`config.mk`:
```
export PLATFORM = sky130hd
export DESIGN_NAME = omed_detector
export DESIGN_NICKNAME = d
export VERILOG_FILES = /design/src/omed_detector.v
export VERILOG_INCLUDE_DIRS = /design/src
export SDC_FILE = /design/constraint.sdc
export NUM_CORES = 1
export LEC_CHECK = 0
export BUFFER_PORTS_ARGS = -buffer_cell sky130_fd_sc_hd__buf_4
export CAP_MARGIN = 20
export CORE_MARGIN = 2
export CORE_UTILIZATION = 60
export DETAILED_ROUTE_END_ITERATION = 12
export PLACE_DENSITY = 0.85
export SLEW_MARGIN = 20
export SYNTH_ARGS = -nofsm -noshare
export SYNTH_HDL_FRONTEND = slang
export SYNTH_SLANG_ARGS = --single-unit
export TNS_END_PERCENT = 10
```
`constraint.sdc`:
```
create_clock -name clk_sys_in -period 5.22 [get_ports clk_sys_in]
set_input_delay 0.783 -clock clk_sys_in [delete_from_list [all_inputs] [get_ports clk_sys_in]]
set_output_delay 0.783 -clock clk_sys_in [all_outputs]
set_load 0.005 [all_outputs]
```
`src/omed_consts.vh`:
```
// Register map, field positions, reset values and fixed codes of the event detector
`ifndef OMED_CONSTS_VH
`define OMED_CONSTS_VH
`define OMED_ADDR_OR_STAT 8'h10
`define OMED_ADDR_OR_CFG 8'h11
`define OMED_ADDR_OR_CNT 8'h12
`define OMED_ADDR_BF_ZL 8'h13
`define OMED_ADDR_OR_THS 8'h14
`define OMED_ADDR_MT_CFG 8'h15
`define OMED_ADDR_MT_SRC 8'h16
`define OMED_ADDR_MT_THS 8'h17
`define OMED_ADDR_MT_CNT 8'h18
`define OMED_CFG_DBM_BIT 7
`define OMED_CFG_EN_BIT 6
`define OMED_MT_ELE_BIT 7
`define OMED_MT_OAE_BIT 6
`define OMED_MT_ZEN_BIT 5
`define OMED_MT_YEN_BIT 4
`define OMED_MT_XEN_BIT 3
`define OMED_THS_DBM_BIT 7
`define OMED_OR_CFG_RST 8'h80
`define OMED_OR_CNT_RST 8'h00
`define OMED_MT_CFG_RST 8'h00
`define OMED_MT_THS_RST 8'h00
`define OMED_MT_CNT_RST 8'h00
`define OMED_BACK_FRONT_TRIP_CODE_CODE 2'h1
`define OMED_TILT_LOCKOUT_CODE_CODE 3'h4
`define OMED_TRIP_CODE 5'h10
`define OMED_HYS_CODE 3'h4
`define OMED_ODR_800 3'h0
`define OMED_ODR_400 3'h1
`define OMED_ODR_200 3'h2
`define OMED_ODR_100 3'h3
`define OMED_ODR_50 3'h4
`define OMED_OS_NORMAL 2'h0
`define OMED_OS_LNLP 2'h1
`define OMED_OS_FINE 2'h2
`define OMED_OS_LP 2'h3
// Time steps in quarter milliseconds
`define OMED_STEP_1P25MS 10'h005
`define OMED_STEP_2P5MS 10'h00a
`define OMED_STEP_5MS 10'h014
`define OMED_STEP_10MS 10'h028
`define OMED_STEP_20MS 10'h050
`define OMED_STEP_80MS 10'h140
`define OMED_STEP_160MS 10'h280
`endif

```
`src/omed_detector.v`:
```
// Orientation debounce and freefall/motion event detection with register port
//
// Functional notes
// - Config bit: 0 decrement, 1 clear on loss
// - Orientation detection runs only while enabled
// - Eight-bit orientation debounce count, resets zero
// - Latency is count times selected time step
// - Wake/sleep change resets orientation debounce counter
// - Time step follows rate, capped per mode
// - Back/front trip code fixed at 01
// - Tilt lockout code fixed at 100
// - Orientation trip code fixed at 1_0000
// - Hysteresis code fixed at 100
// - Combine select: AND freefall, OR motion
// - Only enabled axes count; none disables
// - Event flag sets only after debounce completes
// - Non-latched, mode 0: flag holds while decrementing
// - Non-latched, mode 1: clears at once, refull
// - Non-latched: source read has no effect
// - Axis flags follow raw high-g status
// - Latched: read clears flag and counter
// - Latched: axis flags frozen while flag set
// - Latched motion: read clears whole source
// - Change flag on first detection, changes; read clears
// - Freefall at or below threshold, motion above
`timescale 1ns/10ps
`include "omed_consts.vh"
module omed_detector #(
	parameter DW = 8
) (
	// Clock and reset
	input wire clk_sys_in,
	input wire rst_b_in,
	// Register port
	input wire [7:0] reg_addr_in,
	input wire reg_wr_in,
	input wire reg_rd_in,
	input wire [7:0] reg_wdata_in,
	output reg [7:0] reg_rdata_out,
	// Sample timing and power state
	input wire sample_tick_in,
	input wire wake_sleep_change_in,
	input wire standby_to_active_in,
	input wire [2:0] odr_sel_in,
	input wire [1:0] os_mode_in,
	// Orientation candidate {lockout, landscape/portrait[1:0], back}
	input wire [3:0] orient_cand_in,
	// Signed axis samples
	input wire [DW-1:0] accel_x_in,
	input wire [DW-1:0] accel_y_in,
	input wire [DW-1:0] accel_z_in,
	// Status and timing outputs
	output reg [3:0] orient_state_out,
	output reg orient_change_out,
	output reg event_active_out,
	output reg [9:0] debounce_step_out,
	output reg [17:0] debounce_latency_out
);

	////////////////////////////////////////////////////////////////////////
	// Helpers

	function [9:0] step_lookup;
		input [2:0] odr;
		input [1:0] osm;
		begin
			case (odr)
				`OMED_ODR_800: step_lookup = `OMED_STEP_1P25MS;
				`OMED_ODR_400: step_lookup = `OMED_STEP_2P5MS;
				`OMED_ODR_200: step_lookup = `OMED_STEP_5MS;
				`OMED_ODR_100: step_lookup = `OMED_STEP_10MS;
				`OMED_ODR_50: step_lookup = `OMED_STEP_20MS;
				default:
				begin
					case (osm)
						`OMED_OS_NORMAL: step_lookup = `OMED_STEP_20MS;
						`OMED_OS_LNLP: step_lookup = `OMED_STEP_80MS;
						`OMED_OS_LP: step_lookup = (odr == 3'h5) ? `OMED_STEP_80MS
							: `OMED_STEP_160MS;
						default: step_lookup = `OMED_STEP_2P5MS;
					endcase
				end
			endcase
			// Fine resolution never steps slower than 2.5 ms
			if (osm == `OMED_OS_FINE && odr != `OMED_ODR_800)
				step_lookup = `OMED_STEP_2P5MS;
		end
	endfunction

	// Magnitude above threshold; the most negative code saturates high
	function above_ths;
		input [DW-1:0] a;
		input [6:0] ths;
		reg [DW-1:0] mag;
		begin
			mag = a[DW-1] ? (~a + {{(DW-1){1'b0}}, 1'b1}) : a;
			above_ths = (a[DW-1] && mag[DW-1]) || (mag > {{(DW-7){1'b0}}, ths});
		end
	endfunction

	////////////////////////////////////////////////////////////////////////
	// Registers

	reg [7:0] or_cfg_q;
	reg [7:0] or_cnt_q;
	reg [7:0] mt_cfg_q;
	reg [7:0] mt_ths_q;
	reg [7:0] mt_cnt_q;
	reg [7:0] or_dbc_q;
	reg [7:0] mt_dbc_q;
	reg [5:0] mt_flags_q;
	reg first_q;

	wire or_en = or_cfg_q[`OMED_CFG_EN_BIT];
	wire or_dbm = or_cfg_q[`OMED_CFG_DBM_BIT];
	wire event_latch_enable = mt_cfg_q[`OMED_MT_ELE_BIT];
	wire or_combine_select = mt_cfg_q[`OMED_MT_OAE_BIT];
	wire [2:0] axis_en = {mt_cfg_q[`OMED_MT_ZEN_BIT], mt_cfg_q[`OMED_MT_YEN_BIT],
		mt_cfg_q[`OMED_MT_XEN_BIT]};
	wire mt_dbm = mt_ths_q[`OMED_THS_DBM_BIT];
	wire stat_rd = reg_rd_in && (reg_addr_in == `OMED_ADDR_OR_STAT);
	wire src_rd = reg_rd_in && (reg_addr_in == `OMED_ADDR_MT_SRC);

	always @(posedge clk_sys_in or negedge rst_b_in)
	begin
		if (!rst_b_in)
		begin
			or_cfg_q <= `OMED_OR_CFG_RST;
			or_cnt_q <= `OMED_OR_CNT_RST;
			mt_cfg_q <= `OMED_MT_CFG_RST;
			mt_ths_q <= `OMED_MT_THS_RST;
			mt_cnt_q <= `OMED_MT_CNT_RST;
		end
		else if (reg_wr_in)
		begin
			case (reg_addr_in)
				`OMED_ADDR_OR_CFG: or_cfg_q <= {reg_wdata_in[7:6], 6'h00};
				`OMED_ADDR_OR_CNT: or_cnt_q <= reg_wdata_in;
				`OMED_ADDR_MT_CFG: mt_cfg_q <= {reg_wdata_in[7:3], 3'h0};
				`OMED_ADDR_MT_THS: mt_ths_q <= reg_wdata_in;
				`OMED_ADDR_MT_CNT: mt_cnt_q <= reg_wdata_in;
				default: ;
			endcase
		end
	end

	////////////////////////////////////////////////////////////////////////
	// Time step and latency, recomputed every cycle from the rate inputs

	always @(posedge clk_sys_in or negedge rst_b_in)
	begin
		if (!rst_b_in)
		begin
			debounce_step_out <= 10'h000;
			debounce_latency_out <= 18'h00000;
		end
		else
		begin
			debounce_step_out <= step_lookup(odr_sel_in, os_mode_in);
			debounce_latency_out <= or_cnt_q * step_lookup(odr_sel_in, os_mode_in);
		end
	end

	////////////////////////////////////////////////////////////////////////
	// Orientation debounce

	// A pending first detection after activation counts as a change
	wire or_pend = (orient_cand_in != orient_state_out) || first_q;

	always @(posedge clk_sys_in or negedge rst_b_in)
	begin
		if (!rst_b_in)
		begin
			or_dbc_q <= 8'h00;
			orient_state_out <= 4'h0;
			orient_change_out <= 1'b0;
			first_q <= 1'b0;
		end
		else
		begin
			if (standby_to_active_in)
				first_q <= 1'b1;
			// Read clears the change flag; a commit in the same cycle wins
			if (stat_rd)
				orient_change_out <= 1'b0;
			if (!or_en || wake_sleep_change_in)
				or_dbc_q <= 8'h00;
			else if (sample_tick_in)
			begin
				if (or_pend)
				begin
					if (or_dbc_q >= or_cnt_q)
					begin
						or_dbc_q <= 8'h00;
						if (orient_cand_in != orient_state_out || first_q)
							orient_change_out <= 1'b1;
						orient_state_out <= orient_cand_in;
						first_q <= 1'b0;
					end
					else
						or_dbc_q <= or_dbc_q + 8'h01;
				end
				else if (or_dbm)
					or_dbc_q <= 8'h00;
				else if (or_dbc_q != 8'h00)
					or_dbc_q <= or_dbc_q - 8'h01;
			end
		end
	end

	////////////////////////////////////////////////////////////////////////
	// Freefall / motion detection

	wire [2:0] hi = {above_ths(accel_z_in, mt_ths_q[6:0]), above_ths(accel_y_in, mt_ths_q[6:0]),
		above_ths(accel_x_in, mt_ths_q[6:0])};
	wire [2:0] sgn = {accel_z_in[DW-1], accel_y_in[DW-1], accel_x_in[DW-1]};
	wire any_en = |axis_en;
	// AND of low-g over enabled axes, or OR of high-g over enabled axes
	wire cond = any_en && (or_combine_select ? |(hi & axis_en) : &(~hi | ~axis_en));
	wire [5:0] raw_flags = {hi[2] & axis_en[2], sgn[2] & hi[2] & axis_en[2],
		hi[1] & axis_en[1], sgn[1] & hi[1] & axis_en[1],
		hi[0] & axis_en[0], sgn[0] & hi[0] & axis_en[0]};

	reg [7:0] dbc_base;
	reg ea_base;
	reg [5:0] flg_base;
	reg [7:0] dbc_inc;

	always @*
	begin
		// Latched read clears first so that a same-cycle sample still counts
		dbc_base = mt_dbc_q;
		ea_base = event_active_out;
		flg_base = mt_flags_q;
		if (src_rd && event_latch_enable)
		begin
			dbc_base = 8'h00;
			ea_base = 1'b0;
			flg_base = 6'h00;
		end
		dbc_inc = (dbc_base == 8'hff) ? dbc_base : dbc_base + 8'h01;
	end

	always @(posedge clk_sys_in or negedge rst_b_in)
	begin
		if (!rst_b_in)
		begin
			mt_dbc_q <= 8'h00;
			event_active_out <= 1'b0;
			mt_flags_q <= 6'h00;
		end
		else if (!any_en)
		begin
			mt_dbc_q <= 8'h00;
			event_active_out <= 1'b0;
			mt_flags_q <= 6'h00;
		end
		else if (!sample_tick_in)
		begin
			mt_dbc_q <= dbc_base;
			event_active_out <= ea_base;
			mt_flags_q <= flg_base;
		end
		else
		begin
			if (!(event_latch_enable && ea_base))
				mt_flags_q <= raw_flags;
			else
				mt_flags_q <= flg_base;
			if (event_latch_enable && ea_base)
			begin
				mt_dbc_q <= dbc_base;
				event_active_out <= 1'b1;
			end
			else if (cond)
			begin
				mt_dbc_q <= (dbc_base >= mt_cnt_q) ? dbc_base : dbc_inc;
				if (dbc_base >= mt_cnt_q || dbc_inc >= mt_cnt_q)
					event_active_out <= 1'b1;
				else
					event_active_out <= ea_base;
			end
			else if (mt_dbm)
			begin
				mt_dbc_q <= 8'h00;
				event_active_out <= 1'b0;
			end
			else
			begin
				// Flag holds until the counter has run back down
				mt_dbc_q <= (dbc_base == 8'h00) ? 8'h00 : dbc_base - 8'h01;
				event_active_out <= event_latch_enable ? 1'b0 : (ea_base && dbc_base > 8'h01);
			end
		end
	end

	////////////////////////////////////////////////////////////////////////
	// Read data

	always @*
	begin
		case (reg_addr_in)
			`OMED_ADDR_OR_STAT: reg_rdata_out = {orient_change_out, orient_state_out[3], 3'h0,
				orient_state_out[2:0]};
			`OMED_ADDR_OR_CFG: reg_rdata_out = or_cfg_q;
			`OMED_ADDR_OR_CNT: reg_rdata_out = or_cnt_q;
			`OMED_ADDR_BF_ZL: reg_rdata_out = {`OMED_BACK_FRONT_TRIP_CODE_CODE, 3'h0, `OMED_TILT_LOCKOUT_CODE_CODE};
			`OMED_ADDR_OR_THS: reg_rdata_out = {`OMED_TRIP_CODE, `OMED_HYS_CODE};
			`OMED_ADDR_MT_CFG: reg_rdata_out = mt_cfg_q;
			`OMED_ADDR_MT_SRC: reg_rdata_out = {event_active_out, 1'b0, mt_flags_q};
			`OMED_ADDR_MT_THS: reg_rdata_out = mt_ths_q;
			`OMED_ADDR_MT_CNT: reg_rdata_out = mt_cnt_q;
			default: reg_rdata_out = 8'h00;
		endcase
	end

endmodule

```
Word-level counts from Yosys, hierarchy flattened
Cells that the tools add are included.

Register bits after elaboration: 88. Latch bits: 0. Bits in writable memories: 0. Bits in read-only memories: 0. Input bits: 56. Output and inout port bits: 42. Memories kept: 0.

$add $sub $neg: 7. $mul: 1. Div/mod/pow operators: 0. Order comparisons: 7. Equal/unequal tests: 19. Shift operators: 0. Muxes and demuxes: 46. Bitwise operators: 17. Reductions and logical operators: 34.

Operators with widths (count): $mux 8 (18); $eq 8x5->1 const B (9); $pmux 8 s9 (1); $pmux 10 s5 (1); $add 8x1->8 const B (5); $pmux 10 s3 (1); $ge 8x8->1 (3); $gt 8x7->1 (3); $mux 6 (4); $not 8->8 (3); $mux 10 (2); $mux 1 (19); $mul 8x10->18 (1); $sub 8x1->8 const B (2); $reduce_and 2->1 (6); $logic_and 1x1->1 (10); $and 1x1->1 (9); $eq 8x8->1 const B (1); $gt 8x1->1 const B (1); $logic_not 8->1 (1); $reduce_bool 8->1 (1); $eq 3x2->1 const B (2); $eq 3x3->1 const B (2); $logic_or 1x1->1 (6); other kinds (17) (20).

Longest topological paths before layout
Word-level depth: 14. Depth in mapped cells: 22. Depth with buffers taken out: 21.

Worst setup path after synthesis
Ideal clock, no wire load.

Path kind: input to register. Start: input odr_sel_in[2]. End: register debounce_latency_out[17]. Library setup time: 80 ps. Arrival: 5742 ps. Data required time: 5140 ps. Setup slack: -602 ps. Stages: 19. Path buffers: 2. Cells stage by stage: clkbuf_1 -> nand2b_1 -> clkbuf_1 -> nor3b_1 -> and2_1 -> fa_1 -> fa_1 -> fa_1 -> inv_1 -> fa_1 -> inv_1 -> ha_1 -> or2_2 -> a21oi_1 -> a211oi_1 -> or3_1 -> a31o_2 -> a21oi_1 -> xnor2_1.

Cells in the longest elaborated chain, start to end: 6. Elaborated cells on any way between the ends: 13.

RTL lines: from (decl) (line omed_detector.v:44) `input wire [2:0] odr_sel_in,`; $eq 3x3->1 (line omed_detector.v:78) `` `OMED_OS_LP: step_lookup = (odr == 3'h5) ? `OMED_STEP_80MS ``; $mux 10 (no source line); $pmux 10 s3 (line omed_detector.v:75) `case (osm)`; $pmux 10 s5 (line omed_detector.v:67) `case (odr)`; $mux 10 * (line omed_detector.v:85) `` if (osm == `OMED_OS_FINE && odr != `OMED_ODR_800) ``; $mul 8x10->18 * (line omed_detector.v:160) `debounce_latency_out <= or_cnt_q * step_lookup(odr_sel_in, os_mode_in);`; to (signal assigned) (line omed_detector.v:160); to (decl) (line omed_detector.v:57) `output reg [17:0] debounce_latency_out`.

Mark *: on every way between the ends. The rest lies on a longest branch, timed or not. A chain may end at the register's enable or synchronous reset.

Worst setup path in the final report
Start: input os_mode_in[1]. End: register debounce_latency_out[16].

Cells in the longest elaborated chain, start to end: 5. Elaborated cells on any way between the ends: 9.

RTL lines: from (decl) (line omed_detector.v:45) `input wire [1:0] os_mode_in,`; $eq 2x2->1, or another cell as far along (line omed_detector.v:75); $pmux 10 s3 (line omed_detector.v:75); $pmux 10 s5 (line omed_detector.v:67); $mux 10 * (line omed_detector.v:85); $mul 8x10->18 * (line omed_detector.v:160).

Marks and branches as above.

==> results.txt <==
The flow ran to the end, and the final reports show no timing, DRC or antenna violations. The tree built by TritonCTS fans out to 87 sinks. The max-capacitance violation count came out at 0. The clock period could shrink to 5140 ps. Along the worst path, the maximum fanout reaches 8. By instance count, the cell type seen most on the critical path is fa_1.

The total number of placement rows came out at 43. The most common cell after layout, fill and taps aside is buf_4. Across the VDD grid, the largest voltage drop is 0.000190 V.

The overall routing resource usage is 30.1%. After synthesis, the netlist uses 74 different library cells. The proportion of synthesized chip area in sequential cells is 25.3%.

The number of warnings reported in the yosys synthesis log is 0. The clock-pin transition on the worst setup and hold timing paths is 60 ps. The arrival time of the worst setup path is 5380 ps.

Among all flip-flop cells after synthesis, the most frequent one is dfrtp_1. The total power density per cell area came out at 194 nW/um^2. The data required time of the worst path came out at 5460 ps. The global-route wire length before repair is 35.8 mm. The placed wire-length estimate after detailed placement is 17.0 mm. The starting density of the core is 61.8%. The cell count after synthesis is 953. The signal on the critical path passes through buf_6, nor2b_4, buf_6, nor3b_4, and2_1, fa_1, fa_1, fa_1, inv_1, fa_1, inv_1, ha_1, and3_1, nand3_1, and3_1, o41ai_2, a21oi_1, xnor2_1.

The detailed-route DRC error count came out at 0. The repair_antennas step left the layout with diodes totalling 0. The worst setup path is launched from an input port.

The post-placement cell area is 9800 um^2. The proportion of netlist area held by the largest area contributor is 25.0%. The number of H-tree levels is 3. Entering global routing, the biggest net connects 60 pins.

The number of fill cells is 958. After layout, the design draws a total of 2.00 mW. From synthesis to final layout, the design area changed by 19.6%. The final setup violation count is 0. The first TritonRoute pass finished after 7 iterations. The net total in the final layout is 1270. The routed wire length is 23.3 mm. On the critical path, the stage with the largest delay is an instance of fa_1. The min-delay analysis places its worst path in the category in2async. The synthesized area is 8610 um^2.

The mean cell area of the mapped netlist came out at 9.04 um^2. The via density per instance is 6.20. In the synthesized netlist the async set-or-reset flop fraction comes to 100%. The average routed wire per standard cell is 18.5 um. The post-route clock period utilization is 98.5%. The number of buffers inserted during clock tree synthesis is 9. The worst pin sits at a relative slew slack of 40.0%.

For this design the static power due to leakage is 5.16 nW. The number of global-route vias before repair is 7415. The setup slack of the most critical reg-to-reg path is 440 ps. By area the synthesized netlist is led by dfrtp_1 25%, ha_1 14%, fa_1 11%, inv_1 4.9%, mux2_2 4.7%.

The height of the chip is 124 um. The root buffer cell is clkbuf_16. The clock latency of the later-clocked register in the worst-skew pair came out at 360 ps. The number of nets in the synthesized netlist is 1150. The worst clock skew came out at 7.66 ps. The die outline area came out at 15300 um^2. The number of endpoints with negative hold slack in the final report came out at 0. The final design instance area without fill is 10300 um^2. Once layout is complete, the utilization of the core stands at 73.9%. The initial antenna violation count came to 0.

The detailed router finished its first iteration with 829 violations. The achievable frequency is 0.194 GHz. The sum of overflow across all layers after global routing came out at 0.

Summed over all instances, the cell type with the most area after synthesis is dfrtp_1. The share of post-route cells with drive strength above 1 is 22.5%. The placer's final routability congestion estimate is 0.917.

The number of flops mapped to enable cells by yosys is 0. The number of nets still failing antenna checks after routing came out at 0. The number of synthesized register bits is 87. Input and output buffers added on the ports amount to 97. The x dimension of the die came out at 124 um. The count of pins over their slew limit is 0.

The area of the core came out at 13900 um^2. The number of vias after detailed routing is 7798. The worst setup path is of the in2reg kind. The top cell types in the final layout, fill and taps aside, are 141 x buf_4, 109 x inv_1, 89 x ha_1. The I/O pin total came out at 98. The kind of end point of the critical path is a flop. The number of buffers on the longest clock path came out at 2. For this run, the slowest stage of the critical path takes 540 ps. At the pin with the least slew margin, the transition time is 898 ps. The TritonCTS clock tree is built.
## metal layers
layer / GRT usage [%] / up-vias / wire length, um
met1: 39.5 / 3806 / 9300
met2: 50.3 / 381 / 11500
met4: 12.9 / 0 / 785
met5: 0 / - / 0
met3: 3.48 / 74 / 1710
li1: - / 3537 / -
## area by class of cell
cell class / count / area, um^2 / share of cell area [%]
clock inverters: 5 / 87.6 / 0.850
flip-flops and latches: 87 / 2180 / 21.1
well taps: 180 / 225 / 2.19
inverters: 112 / 420 / 4.08
multi-input cells: 719 / 6030 / 58.6
clock buffers: 11 / 253 / 2.45
repair buffers: 144 / 1100 / 10.7
## through the flow
stage	hold WS (ps)	TNS, ps	setup slack, ps	cells
floorplan	479	0	7.76	953
global placement	487	-186	-96.3	1236
detailed placement	495	-458	-219	1236
CTS	359	0	27.2	1252
global route	375	-147	-113	1258
finish	346	0	78.1	1258
## final timing paths
| path | from | end | cells past startpoint |
|---|---|---|---|
| max | os_mode_in[1] | debounce_latency_out[16]$_DFF_PN0_ | 18 |
| min | rst_b_in | debounce_step_out[7]$_DFF_PN0_ | 1 |
| max reg2reg | or_cnt_q[4]$_DFFE_PN0P_ | debounce_latency_out[16]$_DFF_PN0_ | 17 |
| min reg2reg | mt_ths_q[6]$_DFFE_PN0P_ | mt_ths_q[6]$_DFFE_PN0P_ | 1 |
| max in group asynchronous | rst_b_in | or_dbc_q[6]$_DFFE_PN0P_ | 2 |
| min in group clk_sys_in | mt_ths_q[6]$_DFFE_PN0P_ | mt_ths_q[6]$_DFFE_PN0P_ | 1 |
## critical path, delay by kind of cell
kind	cells	cell delay (ps)
compound gates	2	480
xor+xnor	1	140
simple gates	6	1240
fa+ha+maj	5	2380
buf+inv	4	340
## cells by family after synthesis
| family | after synthesis | share of synthesized area [%] |
|---|---|---|
| mux | 45 | 5.75 |
| xor+xnor | 43 | 4.37 |
| buf+inv | 147 | 6.58 |
| simple gates | 304 | 18.9 |
| flops | 87 | 25.3 |
| fa+ha+maj | 141 | 24.7 |
| compound gates | 186 | 14.4 |
## where the power goes
part | total [mW] | switching, mW | internal, mW
registers | 0.750 | 0.0425 | 0.708
clock network | 0.752 | 0.300 | 0.451
logic | 0.498 | 0.269 | 0.229
total | 2.00 | 0.612 | 1.39
## cell usage after synthesis, types with 4 or more instances
master    instances
a211oi_1          6
and2_1           54
a32oi_1           4
nand2_1          77
o21a_1            5
ha_1             93
inv_1           112
o31ai_1           4
a21oi_1          35
mux2i_1           9
a22o_1            5
nor3_1           16
a221o_1           4
a31o_2            5
xnor2_1          37
o32ai_1           8
a31oi_1          12
nand3_1          25
nand2b_1         18
dfrtp_1          86
fa_1             48
xor2_1            6
nor2_1           48
nor2b_1          12
clkbuf_1         28
nor4_1            6
or3_1             6
a21o_1            9
a22oi_1           5
o21ai_0          49
o21ai_1           5
mux2_2           36
and3_1           11
## sequential cells by signal (all words and copies together) (netlist names)
signal and cells:
or_cnt_q 8, mt_dbc_q 8, orient_state_out 4, debounce_step_out 9, mt_cfg_q 5, or_cfg_q 2, mt_flags_q 6, orient_change_out 1
mt_ths_q 8, debounce_latency_out 18, first_q 1, or_dbc_q 8, event_active_out 1, mt_cnt_q 8
## what timing repair did
item,4_1_cts,5_1_grt
buffers inserted,0,6
setup endpoints to repair,0,2
hold buffers,0,0
resized for setup,0,25
Power figures use the tool's default switching activity.
